File: src/flash_host_pkg.sv
// Package for the parallel flash bus host: pin bundles, operation codes and timing counts.
// Assumes a 40 MHz system clock; all times are converted to cycles here.
package flash_host_pkg;

  localparam int CLK_PERIOD_NS = 25;
  localparam int WORD_ADDR_W = 20;
  localparam int DATA_W = 16;
  localparam int SECTOR_MSB = 19;
  localparam int SECTOR_LSB = 12;
  localparam int SECTOR_W = 8;
  localparam int ADDR_BIT_OP = 6;
  localparam int ADDR_BIT_ONE = 1;
  localparam int ADDR_BIT_ZERO = 0;
  localparam int ADDR_BIT_ID = 9;
  localparam int BYTE_SEL_DQ = 15;
  localparam logic [7:0] PROT_YES = 8'h01;
  localparam logic [7:0] PROT_NO = 8'h00;

  // Times in ns with derived cycle counts; least times round up.
  localparam int ADDR_SETUP_NS = 50;
  localparam int WRITE_PULSE_NS = 50;
  localparam int WRITE_HOLD_NS = 50;
  localparam int ADDRESS_ACCESS_TIME_NS = 120;
  localparam int BUSY_TO_ACCESS_TIME_NS = 50;
  localparam int RESET_PULSE_TIME_NS = 500;
  localparam int RESET_HIGH_TIME_NS = 50;
  localparam int RESET_BUSY_TIME_NS = 20000;

  function automatic int ns_to_cycles(input int ns);
    int c;
    c = (ns + CLK_PERIOD_NS - 1) / CLK_PERIOD_NS;
    return (c < 1) ? 1 : c;
  endfunction : ns_to_cycles

  localparam int ADDR_SETUP_CYC = ns_to_cycles(ADDR_SETUP_NS);
  localparam int WRITE_PULSE_CYC = ns_to_cycles(WRITE_PULSE_NS);
  localparam int WRITE_HOLD_CYC = ns_to_cycles(WRITE_HOLD_NS);
  localparam int READ_ACCESS_CYC = ns_to_cycles(ADDRESS_ACCESS_TIME_NS);
  localparam int BUSY_TO_ACCESS_CYC = ns_to_cycles(BUSY_TO_ACCESS_TIME_NS);
  localparam int RESET_PULSE_CYC = ns_to_cycles(RESET_PULSE_TIME_NS);
  localparam int RESET_HIGH_CYC = ns_to_cycles(RESET_HIGH_TIME_NS);
  localparam int RESET_BUSY_CYC = ns_to_cycles(RESET_BUSY_TIME_NS);
  localparam int CNT_W = 16;

  typedef enum logic [2:0] {
    OP_READ,
    OP_WRITE,
    OP_PROTECT,
    OP_UNPROTECT,
    OP_VERIFY,
    OP_ID_READ,
    OP_RESET
  } op_t;

  typedef struct packed {
    op_t op;
    logic byte_mode;
    logic [WORD_ADDR_W-1:0] addr;
    logic byte_sel;
    logic [DATA_W-1:0] wdata;
  } req_t;

  typedef struct packed {
    logic chip_select_n;
    logic write_strobe_n;
    logic output_enable_n;
    logic byte_width_sel_n;
    logic hw_reset_n;
    logic reset_hv;
    logic addr9_hv;
    logic [WORD_ADDR_W-1:0] addr;
  } pins_t;

endpackage : flash_host_pkg

File: src/flash_dq_drive.sv
// Data bus driver for the flash host: splits write data by bus width.
// Assumes the caller holds drive low whenever output_enable_n is low.
`timescale 1ns/1ps
`default_nettype none
module flash_dq_drive (
  // Control
  input wire logic drive,
  input wire logic byte_mode,
  input wire logic byte_sel,
  input wire logic [flash_host_pkg::DATA_W-1:0] wdata,
  // Pin side
  output logic [flash_host_pkg::DATA_W-1:0] dq_out,
  output logic [flash_host_pkg::DATA_W-1:0] dq_oe
);
  import flash_host_pkg::*;

  always_comb begin
    dq_out = '0;
    dq_oe = '0;
    if (byte_mode) begin
      // In byte mode the top line carries the byte select, not data.
      dq_out[7:0] = wdata[7:0];
      dq_out[BYTE_SEL_DQ] = byte_sel;
      dq_oe[7:0] = {8{drive}};
      dq_oe[BYTE_SEL_DQ] = 1'b1;
    end else begin
      dq_out = wdata;
      dq_oe = {DATA_W{drive}};
    end
  end

endmodule : flash_dq_drive
`default_nettype wire

File: src/flash_bus_host.sv
// Host-side controller driving an asynchronous parallel flash through its pins.
// Assumes the flash pins are synchronous to clock and the far end answers within set times.
//
// Notes on behaviour
// Writes hold chip select and write strobe low with output enable high.
// Device latches address at later falling edge of write or chip select.
// Device latches data at first rising edge of write or chip select.
// Word mode drives all sixteen data lines, byte mode the low eight.
// In byte mode the top data line carries the byte select address bit.
// Byte mode addresses twenty word bits plus byte select; word mode twenty.
// Device floats data in standby regardless of output enable.
// Device finishes program or erase even if deselected.
// Device sleeps after stable address for access time plus thirty ns.
// In sleep the device keeps last data presented.
// Sleep only happens in read mode.
// Output enable high floats the device data bus.
// Reset low aborts work, floats data, ignores accesses, returns to read.
// Reset during busy: wait for ready, then busy-to-access time.
// Reset while idle: done within pulse time; access after high time.
// Device rejects program or erase to a protected sector.
// All sectors start unprotected.
// Protect all unprotected sectors before unprotect; unprotect clears all.
// Protect and unprotect are writes with high voltage reset and coded address.
// Verify read returns 01 for protected, 00 for unprotected sector.
// High voltage on address bit nine reads identity codes on low byte.
// High voltage on reset temporarily lifts protection.
// High voltage conditions are separate digital qualifier outputs.
`timescale 1ns/1ps
`default_nettype none
module flash_bus_host #(
  parameter int RESET_BUSY_CYCLES = flash_host_pkg::RESET_BUSY_CYC
) (
  // System
  input wire logic clock,
  input wire logic rst,
  // Request side
  input wire logic req_valid,
  output logic req_ready,
  input wire flash_host_pkg::req_t req,
  input wire logic temp_unprotect,
  // Answer side
  output logic rsp_valid,
  output logic [flash_host_pkg::DATA_W-1:0] rsp_data,
  // Flash pins
  output flash_host_pkg::pins_t pins,
  output logic [flash_host_pkg::DATA_W-1:0] dq_out,
  output logic [flash_host_pkg::DATA_W-1:0] dq_oe,
  input wire logic [flash_host_pkg::DATA_W-1:0] dq_in,
  input wire logic ready_busy_n
);
  import flash_host_pkg::*;

  typedef enum logic [2:0] {
    S_IDLE,
    S_SETUP,
    S_PULSE,
    S_HOLD,
    S_READ,
    S_RST_LOW,
    S_RST_WAIT,
    S_RST_GAP
  } state_t;

  state_t state_q;
  req_t cur_q;
  logic [CNT_W-1:0] cnt_q;
  logic busy_at_reset_q;
  logic drive_q;
  logic rsp_valid_q;
  logic [DATA_W-1:0] rsp_data_q;
  logic hv_op;
  logic [CNT_W-1:0] gap_last;

  // Builds the address pattern that selects a protection operation.
  function automatic logic [WORD_ADDR_W-1:0] prot_addr(input req_t r, input logic unprot);
    logic [WORD_ADDR_W-1:0] a;
    a = r.addr;
    a[ADDR_BIT_OP] = unprot;
    a[ADDR_BIT_ONE] = 1'b1;
    a[ADDR_BIT_ZERO] = 1'b0;
    return a;
  endfunction : prot_addr

  assign hv_op = (cur_q.op == OP_PROTECT) || (cur_q.op == OP_UNPROTECT);
  // The access gap after reset depends on whether the device was busy when it was hit.
  assign gap_last = busy_at_reset_q ? CNT_W'(BUSY_TO_ACCESS_CYC - 1) :
                    CNT_W'(RESET_HIGH_CYC - 1);
  assign req_ready = (state_q == S_IDLE);
  assign rsp_valid = rsp_valid_q;
  assign rsp_data = rsp_data_q;

  always_ff @(posedge clock) begin
    if (rst) begin
      state_q <= S_IDLE;
      cnt_q <= '0;
      busy_at_reset_q <= 1'b0;
    end else begin
      case (state_q)
        S_IDLE: begin
          cnt_q <= '0;
          if (req_valid) begin
            if (req.op == OP_RESET) begin
              busy_at_reset_q <= ~ready_busy_n;
              state_q <= S_RST_LOW;
            end else if (req.op == OP_WRITE || req.op == OP_PROTECT ||
                         req.op == OP_UNPROTECT) begin
              state_q <= S_SETUP;
            end else begin
              state_q <= S_READ;
            end
          end
        end
        S_SETUP: begin
          // Address is stable before the strobes fall, so the later fall latches it.
          if (cnt_q == CNT_W'(ADDR_SETUP_CYC - 1)) begin
            cnt_q <= '0;
            state_q <= S_PULSE;
          end else begin
            cnt_q <= cnt_q + 1'b1;
          end
        end
        S_PULSE: begin
          if (cnt_q == CNT_W'(WRITE_PULSE_CYC - 1)) begin
            cnt_q <= '0;
            state_q <= S_HOLD;
          end else begin
            cnt_q <= cnt_q + 1'b1;
          end
        end
        S_HOLD: begin
          if (cnt_q == CNT_W'(WRITE_HOLD_CYC - 1)) begin
            state_q <= S_IDLE;
          end else begin
            cnt_q <= cnt_q + 1'b1;
          end
        end
        S_READ: begin
          if (cnt_q == CNT_W'(READ_ACCESS_CYC)) begin
            state_q <= S_IDLE;
          end else begin
            cnt_q <= cnt_q + 1'b1;
          end
        end
        S_RST_LOW: begin
          if (cnt_q == CNT_W'(RESET_PULSE_CYC - 1)) begin
            cnt_q <= '0;
            state_q <= busy_at_reset_q ? S_RST_WAIT : S_RST_GAP;
          end else begin
            cnt_q <= cnt_q + 1'b1;
          end
        end
        S_RST_WAIT: begin
          // A stuck busy line is bounded by the internal reset time.
          if (ready_busy_n || cnt_q == CNT_W'(RESET_BUSY_CYCLES)) begin
            cnt_q <= '0;
            state_q <= S_RST_GAP;
          end else begin
            cnt_q <= cnt_q + 1'b1;
          end
        end
        S_RST_GAP: begin
          if (cnt_q == gap_last) begin
            state_q <= S_IDLE;
          end else begin
            cnt_q <= cnt_q + 1'b1;
          end
        end
        default: state_q <= S_IDLE;
      endcase
    end
  end

  // Request capture.
  always_ff @(posedge clock) begin
    if (rst) begin
      cur_q <= '0;
    end else if (state_q == S_IDLE && req_valid) begin
      cur_q <= req;
    end
  end

  // Pin drive; output enable stays high for all writes.
  always_ff @(posedge clock) begin
    if (rst) begin
      pins <= '{chip_select_n: 1'b1, write_strobe_n: 1'b1, output_enable_n: 1'b1,
                byte_width_sel_n: 1'b1, hw_reset_n: 1'b1, reset_hv: 1'b0,
                addr9_hv: 1'b0, addr: '0};
      drive_q <= 1'b0;
    end else begin
      pins.byte_width_sel_n <= ~cur_q.byte_mode;
      pins.hw_reset_n <= !(state_q == S_RST_LOW);
      // Protect and unprotect need high voltage on reset; so does temporary unprotect.
      pins.reset_hv <= (hv_op && (state_q == S_SETUP || state_q == S_PULSE ||
                        state_q == S_HOLD)) || (temp_unprotect && state_q != S_RST_LOW);
      pins.addr9_hv <= (state_q == S_READ) && (cur_q.op == OP_ID_READ ||
                        cur_q.op == OP_VERIFY);
      if (state_q == S_SETUP || state_q == S_PULSE || state_q == S_HOLD) begin
        pins.addr <= hv_op ? prot_addr(cur_q, cur_q.op == OP_UNPROTECT) : cur_q.addr;
        pins.output_enable_n <= 1'b1;
        pins.chip_select_n <= !(state_q == S_PULSE);
        pins.write_strobe_n <= !(state_q == S_PULSE);
        drive_q <= 1'b1;
      end else if (state_q == S_READ) begin
        if (cur_q.op == OP_VERIFY) begin
          pins.addr <= prot_addr(cur_q, 1'b0);
        end else begin
          pins.addr <= cur_q.addr;
        end
        pins.chip_select_n <= 1'b0;
        pins.write_strobe_n <= 1'b1;
        pins.output_enable_n <= 1'b0;
        drive_q <= 1'b0;
      end else begin
        pins.chip_select_n <= 1'b1;
        pins.write_strobe_n <= 1'b1;
        pins.output_enable_n <= 1'b1;
        drive_q <= 1'b0;
      end
    end
  end

  // Read answer; the device floats the upper byte in byte mode, so it is masked.
  always_ff @(posedge clock) begin
    if (rst) begin
      rsp_valid_q <= 1'b0;
      rsp_data_q <= '0;
    end else begin
      rsp_valid_q <= (state_q == S_READ) && (cnt_q == CNT_W'(READ_ACCESS_CYC));
      if (state_q == S_READ && cnt_q == CNT_W'(READ_ACCESS_CYC)) begin
        if (cur_q.op == OP_VERIFY) begin
          rsp_data_q <= {8'h00, dq_in[7:0]};
        end else if (cur_q.byte_mode) begin
          rsp_data_q <= {8'h00, dq_in[7:0]};
        end else begin
          rsp_data_q <= dq_in;
        end
      end
    end
  end

  flash_dq_drive u_dq (
    .drive(drive_q),
    .byte_mode(cur_q.byte_mode),
    .byte_sel(cur_q.byte_sel),
    .wdata(cur_q.wdata),
    .dq_out(dq_out),
    .dq_oe(dq_oe)
  );

endmodule : flash_bus_host
`default_nettype wire

File: config.mk
export PLATFORM = sky130hd
export DESIGN_NAME = flash_bus_host
export DESIGN_NICKNAME = d
export VERILOG_FILES = /design/src/flash_host_pkg.sv /design/src/flash_dq_drive.sv /design/src/flash_bus_host.sv
export SDC_FILE = /design/constraint.sdc
export NUM_CORES = 1
export LEC_CHECK = 0
export BUFFER_PORTS_ARGS = -buffer_cell sky130_fd_sc_hd__buf_4
export CAP_MARGIN = 40
export CORE_UTILIZATION = 45
export DETAILED_ROUTE_END_ITERATION = 6
export GPL_TIMING_DRIVEN = 0
export PLACE_DENSITY = 0.72
export SYNTH_ARGS = -nofsm -noshare
export SYNTH_HDL_FRONTEND = slang
export SYNTH_SLANG_ARGS = --single-unit
File: constraint.sdc
create_clock -name clock -period 3.6 [get_ports clock]
set_input_delay 0.18 -clock clock [delete_from_list [all_inputs] [get_ports clock]]
set_output_delay 0.18 -clock clock [all_outputs]
set_load 0.02 [all_outputs]
-- Yosys cells after proc, flatten, opt, wreduce, memory -nomap -nowiden
Index checks and enable logic that the tools add are counted.
- add/sub/neg operators: 1
- eq/ne operators: 29
- mux-type cells: 30
- bitwise gates (word level): 2
- reductions and logical operators: 23
- operator list (operator ; number):
    16-bit two-way mux ; 7
    16-bit one-hot mux with 6 select lines ; 1
    20-bit two-way mux ; 2
    3-bit two-way mux ; 11
    7-bit two-way mux ; 4
    3-bit == test (second input constant) ; 7
    3-bit one-hot mux with 7 select lines ; 1
    3-bit by 2-bit == test with 1-bit output (second input constant) ; 6
    16-bit by 1-bit adder with 16-bit output (second input constant) ; 1
    16-bit by 1-bit == test with 1-bit output (second input constant) ; 1
    16-bit by 10-bit == test with 1-bit output (second input constant) ; 1
    16-bit by 3-bit == test with 1-bit output (second input constant) ; 1
    16-bit by 5-bit == test with 1-bit output (second input constant) ; 1
    2-bit != test (second input constant) ; 7
    1-bit logical OR ; 8
    7-bit AND reduction ; 1
    3-bit by 1-bit == test with 1-bit output (second input constant) ; 2
    2-bit OR reduction ; 3
    1-bit logical AND ; 5
    1-bit two-way mux ; 4
    2-bit by 1-bit != test with 1-bit output (second input constant) ; 2
    3-bit logical NOT ; 1
    3-bit != test (second input constant) ; 1
    3-bit AND reduction ; 1
    4 further kinds ; 6
- flip-flop bits (word level): 106
- word-level logic and storage cells: 104
- input port bits: 62
- output and inout port bits: 77

-- Longest topological paths before layout
Gate-level depths: netlist of run 1.
- depth in word-level cells: 7
- depth in mapped cells: 9

-- Modules after synthesis
Synthesis of run 1 repeated with hierarchy kept, for this count alone.
- cell total of the unflattened synthesis: 545
- area total of the unflattened synthesis: 4431.8 um^2
- modules (own cells, without submodules) (module ; times used ; cells each ; seq. area each (um^2) ; area an instance (um^2)):
    flash_bus_host ; 1 ; 513 ; 2122.0 ; 4175.3
    flash_dq_drive ; 1 ; 32 ; 0.0 ; 256.5

-- Worst setup path after synthesis of run 1
OpenSTA, ideal clock, no wires.
- path kind: reg-to-reg
- start: register state_q[2]
- end: register cur_q[33] in the netlist's numbering
- setup slack: 1.665 ns
- arrival time: 1.865 ns
- cell stages (with the launch flop): 8
- data required time: 3.530 ns
- setup time: 0.070 ns
- buffers on the path: 3
- period minus slack after synthesis: 1.935 ns
- path through: dfxtp_1 buf_6 nor3_1 and2_1 clkbuf_1 clkbuf_1 nand2_1 a21oi_1
- cells in the longest elaborated chain, start to end: 2
- ends and longest elaborated chain (element ; RTL line ; text):
    from (decl) ; flash_bus_host.sv:64 ; state_t state_q;
    from (signal assigned) ; flash_bus_host.sv:147 ; state_q <= busy_at_reset_q ? S_RST_WAIT : S_RST_GAP;
    3-bit logical NOT ; -- ;
    net req_ready ; flash_bus_host.sv:38 ; output logic req_ready,
    1-bit logical AND ; flash_bus_host.sv:177 ; end else if (state_q == S_IDLE && req_valid) begin
    to (signal assigned) ; flash_bus_host.sv:178 ; cur_q <= req;
    to (decl) ; flash_bus_host.sv:65 ; req_t cur_q;
The timed path passes the listed nets, and every way through them passes these cells.
A chain may end at the register's enable or synchronous reset.

-- Worst setup path after layout of run 1
- start: register cnt_q[1]
- end: register cnt_q[11]
- cells in the longest elaborated chain, start to end: 4
- elaborated cells between the ends (all ways): 15
- those cells by class: add/sub: 1; eq/ne: 6; mux: 6; reduce/logical: 2
- ends and longest elaborated chain (element ; RTL line ; text):
    from (decl) ; flash_bus_host.sv:66 ; logic [CNT_W-1:0] cnt_q;
    from (signal assigned) ; flash_bus_host.sv:119 ; cnt_q <= cnt_q + 1'b1;
    from (signal assigned) ; flash_bus_host.sv:127 ; cnt_q <= cnt_q + 1'b1;
    from (signal assigned) ; flash_bus_host.sv:134 ; cnt_q <= cnt_q + 1'b1;
    branches (longest 4 deep; another with 16-bit by 1-bit adder with 16-bit output) ; -- ;
Parallel ways; which one is timed is not known. The select of a mux whose other input is x is not followed.

==> summary.log, run 1 <==
qor: clocking.cts_sinks 106
qor: power.irDropWorstVdd 0.262 mV
qor: setup_path.crit_cells 8
qor: logic_synthesis.synth_seq_area_share 0.472
qor: logic_synthesis.ys_async_sr_fraction 0
qor: clocking.cts_tree done
qor: logic_synthesis.postSynthCellCount 556
qor: setup_path.worst_r2r_startpoint cnt_q[1]
qor: clocking.tritoncts.num_buffers 9
qor: run_status.status finished, final reports clean
qor: logic_synthesis.library_cells_used_by_synthesis 51
qor: place.dp_slack 1400 ps
qor: die.fp.dieH 102 µm
qor: clocking.root_buffer_cell sky130_fd_sc_hd__clkbuf_8
qor: clocking.clock_latency_of_the_later_clocked_register_in_the_worst_skew_pair 370 ps
qor: setup_path.rr_worst_depth 8
qor: logic_synthesis.syn-num-nets 622
qor: die.start_util 0.462
qor: die.die_area 10400 µm²
qor: place.placedCellCount 828
qor: logic_synthesis.synth_compound_area_frac 0.131
qor: setup_path.cp_max_fo 10
qor: sta.fin_worst_skew 17.4 ps
qor: logic_synthesis.synth_top_family_by_area simple AND/OR/NAND/NOR gates
qor: sta.rsz0062_at_grt no
qor: logic_synthesis.post_synth_instance_area 4490 µm²
qor: sta.final-hold-violation-count 0
qor: grt.grt_start_max_net_pins 19
qor: power.p_clk_frac 0.189
qor: die.boundaryPins 139
qor: die.std_cell_rows 36
qor: power.cellInternalPower 0.00219 W
qor: grt.antenna_violations_before_repair 0
qor: clocking.post_cts_resized 0
qor: die.die_width 102 µm
qor: die.core 9730 µm²
qor: sta.slew_violations 0
qor: grt.grt_first_pass_wirelength 17.7 mm
qor: place.buffer_ports.inserted 138
qor: hold_path.hold_path.startpoint req[32]
qor: setup_path.critPathKind reg -> reg
qor: routing.dr_total_vias 4226
qor: sta.postLayoutSetupSlackWorst 1330 ps
qor: routing.route.met3.wl 824 µm
qor: setup_path.timing.critical_path.required 3850 ps
qor: sta.post-route-min-period 2270 ps
qor: routing.routed_via_density 5.01
qor: setup_path.slowest_stage sky130_fd_sc_hd__o41ai_4
qor: power.power_frac_seq 0.400
qor: setup_path.critPathMaxStageDelay 620 ps
qor: logic_synthesis.post_synth_xor_area_fraction 0.0348
qor: power.sw_frac_of_total 0.389
qor: finish.antenna-diode-count 0
qor: power.netSwitchingPower 0.00139 W
qor: power.cellPowerDensity 608 nW/µm²
qor: routing.route.final.wire_length 11.4 mm
qor: sta.worst_slew_margin_rel 0.599
qor: setup_path.cpLargestDelayFamily simple AND/OR/NAND/NOR gates
qor: logic_synthesis.synthesized_area_fraction_occupied_by_and_or_nand_nor_cells 0.270
qor: finish.num-nets-final 773
qor: sta.max_slew.worst_pin.slew 599 ps
qor: logic_synthesis.edff_count_synth 0
qor: sta.final.setup.tns 0 ps
qor: logic_synthesis.yosys_register_bits 106
qor: flow_run.maxCapViolCount 0
qor: power.power.share.combinational 0.411
qor: sta.fmax 440 MHz
qor: setup_path.critPathCaptureType flop
qor: place.globalplace.congestion 0.896
qor: finish.layout-drive-gt1-share 0.283
qor: clocking.cts_max_level 3
qor: clocking.clk_path_buf_depth 2
qor: finish.layout-area-overhead-vs-synth 31.0%
qor: hold_path.worst_hold_path.num_cells 3
qor: routing.drtPass1Iterations 4
qor: sta.setup-violations-final 0
qor: place.dpl.hpwl 8.61 mm
qor: routing.drt-initial-drc-count 210
qor: routing.detail_route.wirelength.met1 4.99 mm
qor: setup_path.critical_path_arrival 2520 ps
qor: logic_synthesis.post_synth_fa_ha_maj_area_fraction 0.0111
qor: routing.met2WireLength 5.52 mm
qor: finish.seq_area 2120 µm²
qor: clocking.postCtsSetupBuffers 0
qor: grt.overflow 0
qor: grt.grt.total_usage 0.216
qor: routing.post-route-drc-count 0
qor: routing.top_layer met4
qor: sta.finalCritPeriodShare 0.632
qor: clocking.clkSlewWorstSetupHoldPaths 110 ps
qor: finish.stdcell_count 844
qor: logic_synthesis.ys.warnings.count 0
qor: routing.route.detailed.wl_per_inst 13.5 µm
qor: setup_path.critical_path.cell_chain inv_1, ha_1, nor4b_4, nand4_1, nor3b_2, o41ai_4, buf_6, nor2_1
qor: finish.multi_input_comb_area 2030 µm²
qor: setup_path.critical_path.n_buffers_inverters 2
qor: grt.via_count_of_the_first_global_routing_pass 3880
qor: setup_path.timing.critical_path.from cnt_q[1]
qor: setup_path.start_kind flop
qor: logic_synthesis.yosys-mux-area-fraction 0.00473
qor: routing.antenna_violating_nets_post_route 0
qor: logic_synthesis.synth_ff_type sky130_fd_sc_hd__dfxtp_1
qor: hold_path.worst_hold_path_type in -> reg
qor: finish.n_fill_cell 919
qor: logic_synthesis.synth.avg_cell_area 8.08 µm²
qor: power.leakagePower 2.42 nW
-- timing repair --
| action | in CTS | in global routing |
|---|---|---|
| hold buffers | 1 | 0 |
| endpoints found under the setup margin | 0 | 0 |
| endpoints found under the hold margin | 1 | 0 |
-- through the flow --
stage / util / hold WS, ps / power (W) / area [µm²]
2_1_floorplan: - / 276 / 0.00239 / 4490
3_3_place_gp: 0.586 / 380 / 0.00288 / 5700
3_5_place_dp: 0.586 / 389 / 0.00293 / 5700
4_1_cts: 0.605 / 42.0 / 0.00360 / 5890
5_1_grt: 0.605 / 40.8 / 0.00381 / 5890
6_report: 0.605 / 50.4 / 0.00358 / 5890
-- Yosys cell counts, types with 3 or more instances --
cell type	count	area [µm²]
sky130_fd_sc_hd__nor3_1	11	55.1
sky130_fd_sc_hd__or2_2	4	25.0
sky130_fd_sc_hd__dfxtp_1	106	2120
sky130_fd_sc_hd__buf_4	23	173
sky130_fd_sc_hd__nand4_1	6	37.5
sky130_fd_sc_hd__nor3b_1	3	22.5
sky130_fd_sc_hd__buf_6	4	45.0
sky130_fd_sc_hd__inv_1	7	26.3
sky130_fd_sc_hd__nor2b_1	11	68.8
sky130_fd_sc_hd__xnor2_1	11	96.3
sky130_fd_sc_hd__o21ai_0	6	30.0
sky130_fd_sc_hd__nand2_1	159	597
sky130_fd_sc_hd__ha_1	4	50.1
sky130_fd_sc_hd__xor2_1	5	43.8
sky130_fd_sc_hd__a21oi_1	85	425
sky130_fd_sc_hd__clkbuf_1	23	86.3
sky130_fd_sc_hd__and2_1	3	18.8
sky130_fd_sc_hd__and4_1	3	26.3
sky130_fd_sc_hd__nand3_1	13	65.1
sky130_fd_sc_hd__nor2_1	31	116
-- tightest hold or removal path, delay by kind of cell --
family,cells,cell delay [ps]
simple gates,1,50
buf+inv,1,110
compound gates,1,50
-- metal layers --
layer,GRT usage,up-vias
li1,-,2118
met1,0.282,1979
met2,0.365,121
met3,0.0492,8
met4,0.0484,0
met5,0,-
-- sequential cells by signal, indices dropped and copies added, names as in the netlist --
signal and flops:
cur_q 41, rsp_data 16, pins 27, rsp_valid 1, cnt_q 16, state_q 3
drive_q 1, busy_at_reset_q 1
-- cell usage in the layout, fill, tap and decap left out, drive strengths merged, types with 3 or more instances in the layout --
| cell type | synthesis | routed |
|---|---|---|
| nor2 | 31 | 31 |
| and4 | 4 | 4 |
| dfxtp | 106 | 106 |
| a21oi | 86 | 86 |
| nand2 | 159 | 159 |
| nand4 | 6 | 6 |
| nor4 | 3 | 3 |
| nor3 | 12 | 12 |
| buf | 29 | 168 |
| nand3 | 13 | 13 |
| inv | 7 | 10 |
| ha | 4 | 4 |
| nor3b | 4 | 4 |
| xor2 | 5 | 5 |
| clkbuf | 24 | 34 |
| nor2b | 11 | 11 |
| or2 | 4 | 4 |
| and2 | 4 | 4 |
| xnor2 | 12 | 12 |
| o21ai | 6 | 6 |
-- final timing paths --
| kind | end | slack, ps |
|---|---|---|
| min | cur_q[32] | 50 |
| max | cnt_q[11] | 1330 |
| min reg2reg | pins[17] | 450 |
| max reg2reg | cnt_q[11] | 1330 |
-- power groups by stage --
stage | logic, W | clock network, W | registers (W)
floorplan | 0.000903 | 0 | 0.00149
global placement | 0.00143 | 0 | 0.00145
detailed placement | 0.00147 | 0 | 0.00146
CTS | 0.00147 | 0.000693 | 0.00143
global route | 0.00161 | 0.000743 | 0.00145
finish | 0.00147 | 0.000677 | 0.00143
-- area by class of cell --
class / instances / area share
Buffer: 53 / 0.0542
Clock buffer: 10 / 0.0217
Clock inverter: 5 / 0.00786
Inverter: 7 / 0.00446
Multi-Input combinational cell: 390 / 0.344
Sequential cell: 106 / 0.360
Tap cell: 133 / 0.0283
Timing Repair Buffer: 140 / 0.179
-- cell families after synthesis --
group / after synthesis
and+or+nand+nor: 262
DFF: 106
AOI/OAI and AO/OA: 105
buffers and inverters: 60
xor gates and xnor gates: 17
adders and majority gates: 4
muxes: 2
No activity file was read; power rests on OpenSTA's default activity.
==> run 2, diff against run 1 <==
==> constraint.sdc (replaced) <==
create_clock -name clock -period 2.28 [get_ports clock]
set_input_delay 0.114 -clock clock [delete_from_list [all_inputs] [get_ports clock]]
set_output_delay 0.114 -clock clock [all_outputs]
set_load 0.02 [all_outputs]
==> summary.log, run 2 (synthesis gave the netlist of run 1 again) <==
qor: run_status.status finished, final reports clean
qor: power.leakagePower 2.64 nW
qor: setup_path.regToRegEndpoint pins[12]
qor: grt.grtUsageMet1 0.290
qor: setup_path.cp_max_fo 10
qor: routing.antenna_violating_nets_post_route 0
qor: routing.drtPass1Iterations 4
qor: setup_path.rr_worst_depth 6
qor: setup_path.critical_path_arrival 2420 ps
qor: finish.num-nets-final 826
qor: finish.finish.instance_area 6410 µm²
qor: finish.layout-drive-gt1-share 0.272
qor: setup_path.worst_r2r_startpoint state_q[1]
qor: grt.globalRouteMet2Util 0.402
qor: hold_path.min_to cur_q[13]
qor: finish.layout_commonest_cell sky130_fd_sc_hd__buf_4
qor: clocking.tritoncts.num_buffers 9
qor: die.die_width 102 µm
qor: sta.final.setup.tns 0 ps
qor: sta.final-hold-violation-count 0
qor: clocking.clk_path_buf_depth 2
qor: hold_path.worst_hold_path.num_cells 3
qor: sta.setup-violations-final 0
qor: sta.fin_worst_skew 15.1 ps
qor: grt.grt.total_usage 0.231
qor: grt.overflow 0
qor: clocking.cts_tree done
qor: power.total_power 0.00580 W
qor: setup_path.critPathCaptureType flop
qor: routing.drt-initial-drc-count 174
qor: die.fp.dieH 102 µm
qor: sta.post-route-min-period 2110 ps
qor: die.core 9730 µm²
qor: power.cellPowerDensity 905 nW/µm²
qor: finish.top_regs cur_q x41, pins x27
qor: setup_path.timing.critical_path.required 2580 ps
qor: routing.route.detailed.wl_per_inst 13.6 µm
qor: finish.layout_common_cells 168 x sky130_fd_sc_hd__buf_4, 159 x sky130_fd_sc_hd__nand2_1, 106 x sky130_fd_sc_hd__dfxtp_1, 85 x sky130_fd_sc_hd__a21oi_1, 48 x sky130_fd_sc_hd__dlygate4sd3_1
qor: clocking.root_buffer_cell sky130_fd_sc_hd__clkbuf_8
qor: place.detailed_place.area 5700 µm²
qor: grt.antenna_violations_before_repair 0
qor: sta.fmax 473 MHz
qor: clocking.cts_max_level 3
qor: routing.routed_via_density 4.93
qor: hold_path.hold_path.startpoint req[13]
qor: routing.dr_total_vias 4423
qor: finish.largest_reg_flops 41
qor: grt.via_count_of_the_first_global_routing_pass 4163
qor: power.irDropWorstVdd 0.420 mV
qor: setup_path.critPathKind reg -> reg
qor: clocking.clkSlewWorstSetupHoldPaths 110 ps
qor: die.die_area 10400 µm²
qor: die.boundaryPins 139
qor: finish.antenna-diode-count 0
qor: sta.rsz0062_at_grt no
qor: place.dpl.hpwl 8.61 mm
qor: grt.grt_first_pass_wirelength 18.9 mm
qor: sta.worst_slew_margin_rel 0.620
qor: place.globalplace.congestion 0.896
qor: routing.route.final.wire_length 12.2 mm
qor: setup_path.start_kind flop
qor: grt.grt_start_max_net_pins 19
qor: clocking.cts_sinks 106
qor: setup_path.ff2ff_setup_slack 170 ps
qor: finish.largest-register cur_q
qor: hold_path.worst_hold_path_type in -> reg
qor: die.start_util 0.462
qor: finish.layout-area-overhead-vs-synth 42.5%
qor: grt.global_route.usage.met3 0.0499
qor: routing.post-route-drc-count 0
qor: die.std_cell_rows 36
qor: place.buffer_ports.inserted 138
qor: sta.slew_violations 0
qor: clocking.clock_latency_of_the_later_clocked_register_in_the_worst_skew_pair 370 ps
qor: sta.fin_worst_hold_slack 5.06 ps
qor: sta.finalCritPeriodShare 0.928
qor: flow_run.maxCapViolCount 0
qor: sta.max_slew.worst_pin.slew 566 ps
qor: grt.most_heavily_used_metal_layer_in_global_routing met2
run 2: power breakdown:
part           leakage, nW  switching (W)  internal, W
sequential           0.862       0.000169      0.00210
combinational         1.69        0.00141      0.00105
clock               0.0892       0.000662     0.000412
run 2: cell type report:
type | count | area [µm²]
Fill cell | 851 | 3320
Tap cell | 133 | 166
Clock buffer | 10 | 128
Buffer | 53 | 319
Inverter | 7 | 26.3
Multi-Input combinational cell | 390 | 2030
Timing Repair Buffer | 193 | 1570
Sequential cell | 106 | 2120
Clock inverter | 5 | 46.3
run 2: routing by layer:
| metal | wire length (µm) | vias to the layer above |
|---|---|---|
| li1 | - | 2224 |
| met1 | 5190 | 2050 |
| met2 | 6030 | 139 |
| met3 | 884 | 10 |
| met4 | 114 | 0 |
| met5 | 0 | - |
run 2: worst max-delay path by stage:
stage | depth (start not counted) | start | to
after detailed placement | 8 | cnt_q[1] | cnt_q[2]
final | 6 | state_q[1] | pins[12]
after global routing | 6 | state_q[1] | pins[13]
after floorplan | 7 | state_q[2] | cur_q[33]
after global placement | 8 | cnt_q[1] | cnt_q[6]
after CTS | 8 | cnt_q[1] | cnt_q[11]
run 2: stage by stage:
step,cells,utilization,setup slack [ps]
4_1_cts,888,0.650,35.4
3_5_place_dp,828,0.586,81.3
5_1_grt,897,0.658,17.5
3_3_place_gp,827,0.586,110
2_1_floorplan,556,-,345
6_report,897,0.658,165
run 2: timing repair:
| action | in CTS | in global routing |
|---|---|---|
| resized for setup | 0 | 1 |
| hold buffers | 45 | 3 |
| hold endpoints to repair | 45 | 3 |
| setup buffers | 0 | 6 |
| endpoints found under the setup margin | 0 | 33 |
run 2: worst max-delay path, stage by stage (launching register included):
cell                       delay (ps)
sky130_fd_sc_hd__dfxtp_1          380
sky130_fd_sc_hd__clkbuf_1         240
sky130_fd_sc_hd__or2_2            400
sky130_fd_sc_hd__xnor2_2          470
sky130_fd_sc_hd__buf_2            340
sky130_fd_sc_hd__nand2_1           80
sky130_fd_sc_hd__a21oi_1          150
==> run 3, diff against run 2 <==
--- a/config.mk
+++ b/config.mk
@@ -11,6 +11,7 @@
 export DETAILED_ROUTE_END_ITERATION = 6
 export GPL_TIMING_DRIVEN = 0
 export PLACE_DENSITY = 0.72
+export RECOVER_POWER = 100
 export SYNTH_ARGS = -nofsm -noshare
 export SYNTH_HDL_FRONTEND = slang
 export SYNTH_SLANG_ARGS = --single-unit
==> summary.log, run 3 (synthesis gave the netlist of run 1 again) <==
qor: run_status.status finished, final reports clean
qor: finish.num-nets-final 826
qor: power.irDropWorstVdd 0.398 mV
qor: die.boundaryPins 139
qor: setup_path.critPathCaptureType flop
qor: finish.layout_common_cells 159 x sky130_fd_sc_hd__nand2_1, 106 x sky130_fd_sc_hd__dfxtp_1, 94 x sky130_fd_sc_hd__clkbuf_1, 87 x sky130_fd_sc_hd__buf_4, 85 x sky130_fd_sc_hd__a21oi_1
qor: setup_path.rr_worst_depth 6
qor: sta.final.setup.tns 0 ps
qor: die.std_cell_rows 36
qor: sta.setup-violations-final 0
qor: setup_path.critPathKind reg -> reg
qor: hold_path.worst_hold_path_type in -> reg
qor: die.fp.dieH 102 µm
qor: finish.largest-register cur_q
qor: power.cellPowerDensity 919 nW/µm²
qor: sta.fin_worst_skew 16.9 ps
qor: clocking.clock_latency_of_the_later_clocked_register_in_the_worst_skew_pair 370 ps
qor: sta.max_slew.worst_pin.slew 618 ps
qor: sta.final-hold-violation-count 0
qor: finish.layout.core_utilization 0.631
qor: grt.grt_first_pass_wirelength 18.9 mm
qor: grt.antenna_violations_before_repair 0
qor: clocking.cts_tree done
qor: finish.top_regs cur_q x41, pins x27
qor: grt.overflow 0
qor: die.die_area 10400 µm²
qor: routing.drt-initial-drc-count 177
qor: grt.grt.total_usage 0.231
qor: finish.layout-area-overhead-vs-synth 36.5%
qor: setup_path.timing.critical_path.required 2580 ps
qor: finish.layout_commonest_cell sky130_fd_sc_hd__nand2_1
qor: clocking.cts_max_level 3
qor: routing.antenna_violating_nets_post_route 0
qor: flow_run.maxCapViolCount 0
qor: clocking.clkSlewWorstSetupHoldPaths 100 ps
qor: routing.routed_via_density 4.97
qor: finish.n_fill_cell 934
qor: setup_path.cp_max_fo 10
qor: sta.rsz0062_at_grt no
qor: grt.via_count_of_the_first_global_routing_pass 4163
qor: routing.route.detailed.wl_per_inst 13.7 µm
qor: place.globalplace.congestion 0.896
qor: setup_path.critical_path_arrival 2400 ps
qor: sta.finalCritPeriodShare 0.922
qor: power.leakagePower 2.34 nW
qor: finish.largest_reg_flops 41
qor: sta.post-route-min-period 2100 ps
qor: grt.grt_start_max_net_pins 19
qor: clocking.tritoncts.num_buffers 9
qor: die.start_util 0.462
qor: clocking.cts_sinks 106
qor: finish.antenna-diode-count 0
qor: sta.fmax 476 MHz
qor: routing.route.final.wire_length 12.3 mm
qor: die.core 9730 µm²
qor: finish.layout-drive-gt1-share 0.179
qor: clocking.root_buffer_cell sky130_fd_sc_hd__clkbuf_8
qor: routing.post-route-drc-count 0
qor: sta.worst_slew_margin_rel 0.585
qor: setup_path.start_kind flop
qor: die.die_width 102 µm
qor: sta.slew_violations 0
qor: clocking.clk_path_buf_depth 2
qor: routing.dr_total_vias 4460
qor: place.dpl.hpwl 8.61 mm
qor: place.buffer_ports.inserted 138
qor: routing.drtPass1Iterations 5
qor: hold_path.worst_hold_path.num_cells 3
==> run 3: cell types whose count changed in the layout (fill, tap and decap cells not counted) <==
cell,delta
sky130_fd_sc_hd__and2_1,-1
sky130_fd_sc_hd__buf_4,-81
sky130_fd_sc_hd__and2_0,+1
sky130_fd_sc_hd__nor3b_2,-1
sky130_fd_sc_hd__clkbuf_1,+70
sky130_fd_sc_hd__clkbuf_4,+12
sky130_fd_sc_hd__nor3b_1,+1
sky130_fd_sc_hd__buf_6,-1
==> run 3: power by group <==
group / internal (W) / leakage [nW] / switching (W) / total (W)
clock: 0.000412 / 0.0892 / 0.000661 / 0.00107
combinational: 0.000889 / 1.39 / 0.00141 / 0.00230
sequential: 0.00210 / 0.862 / 0.000167 / 0.00226
==> run 3: worst max-delay path: stages (launching register included) <==
cell,delay (ps)
sky130_fd_sc_hd__dfxtp_1,380
sky130_fd_sc_hd__clkbuf_1,240
sky130_fd_sc_hd__or2_2,390
sky130_fd_sc_hd__xnor2_2,450
sky130_fd_sc_hd__buf_2,340
sky130_fd_sc_hd__nand2_1,80
sky130_fd_sc_hd__a21oi_1,150
==> run 3: path summary, 6_finish.rpt <==
check                           startpoint  slack [ps]   endpoint
worst max-delay path            state_q[0]         180   pins[12]
worst min-delay path               req[23]           5  cur_q[23]
worst max register to register  state_q[0]         180   pins[12]
worst min register to register   cur_q[11]         460  cur_q[11]
==> run 3: metrics by stage <==
stage | cells | hold WS (ps) | cell area (µm²) | power, W | setup slack (ps)
2_1_floorplan | 556 | 210 | 4490 | 0.00378 | 345
3_3_place_gp | 827 | 314 | 5700 | 0.00454 | 110
3_5_place_dp | 828 | 323 | 5700 | 0.00462 | 81.3
4_1_cts | 888 | 0.0349 | 6330 | 0.00574 | 35.4
5_1_grt | 897 | 2.42 | 6130 | 0.00599 | 9.96
6_report | 897 | 5.25 | 6130 | 0.00564 | 177
==> run 3: area by class of cell <==
| cell class | instances | area [µm²] | area share |
|---|---|---|---|
| clock buffers | 10 | 128 | 0.0208 |
| multi-input cells | 390 | 2020 | 0.330 |
| inverters | 7 | 26.3 | 0.00428 |
| clock inverters | 5 | 46.3 | 0.00755 |
| well taps | 133 | 166 | 0.0271 |
| repair buffers | 193 | 1310 | 0.214 |
| flip-flops and latches | 106 | 2120 | 0.346 |
| plain buffers | 53 | 312 | 0.0508 |
==> run 3: timing repair <==
| item | in CTS | in global routing |
|---|---|---|
| hold buffers | 45 | 3 |
| endpoints found under the hold margin | 45 | 3 |
| gates resized for setup | 0 | 1 |
| setup buffers | 0 | 6 |
| endpoints found under the setup margin | 0 | 33 |
==> run 3: routing by layer <==
metal,global-route usage,share of wire,wire length (µm)
met5,0,0,0
met2,0.402,0.49,5970
met3,0.0499,0.058,715
met1,0.290,0.44,5400
met4,0.0593,0.015,182
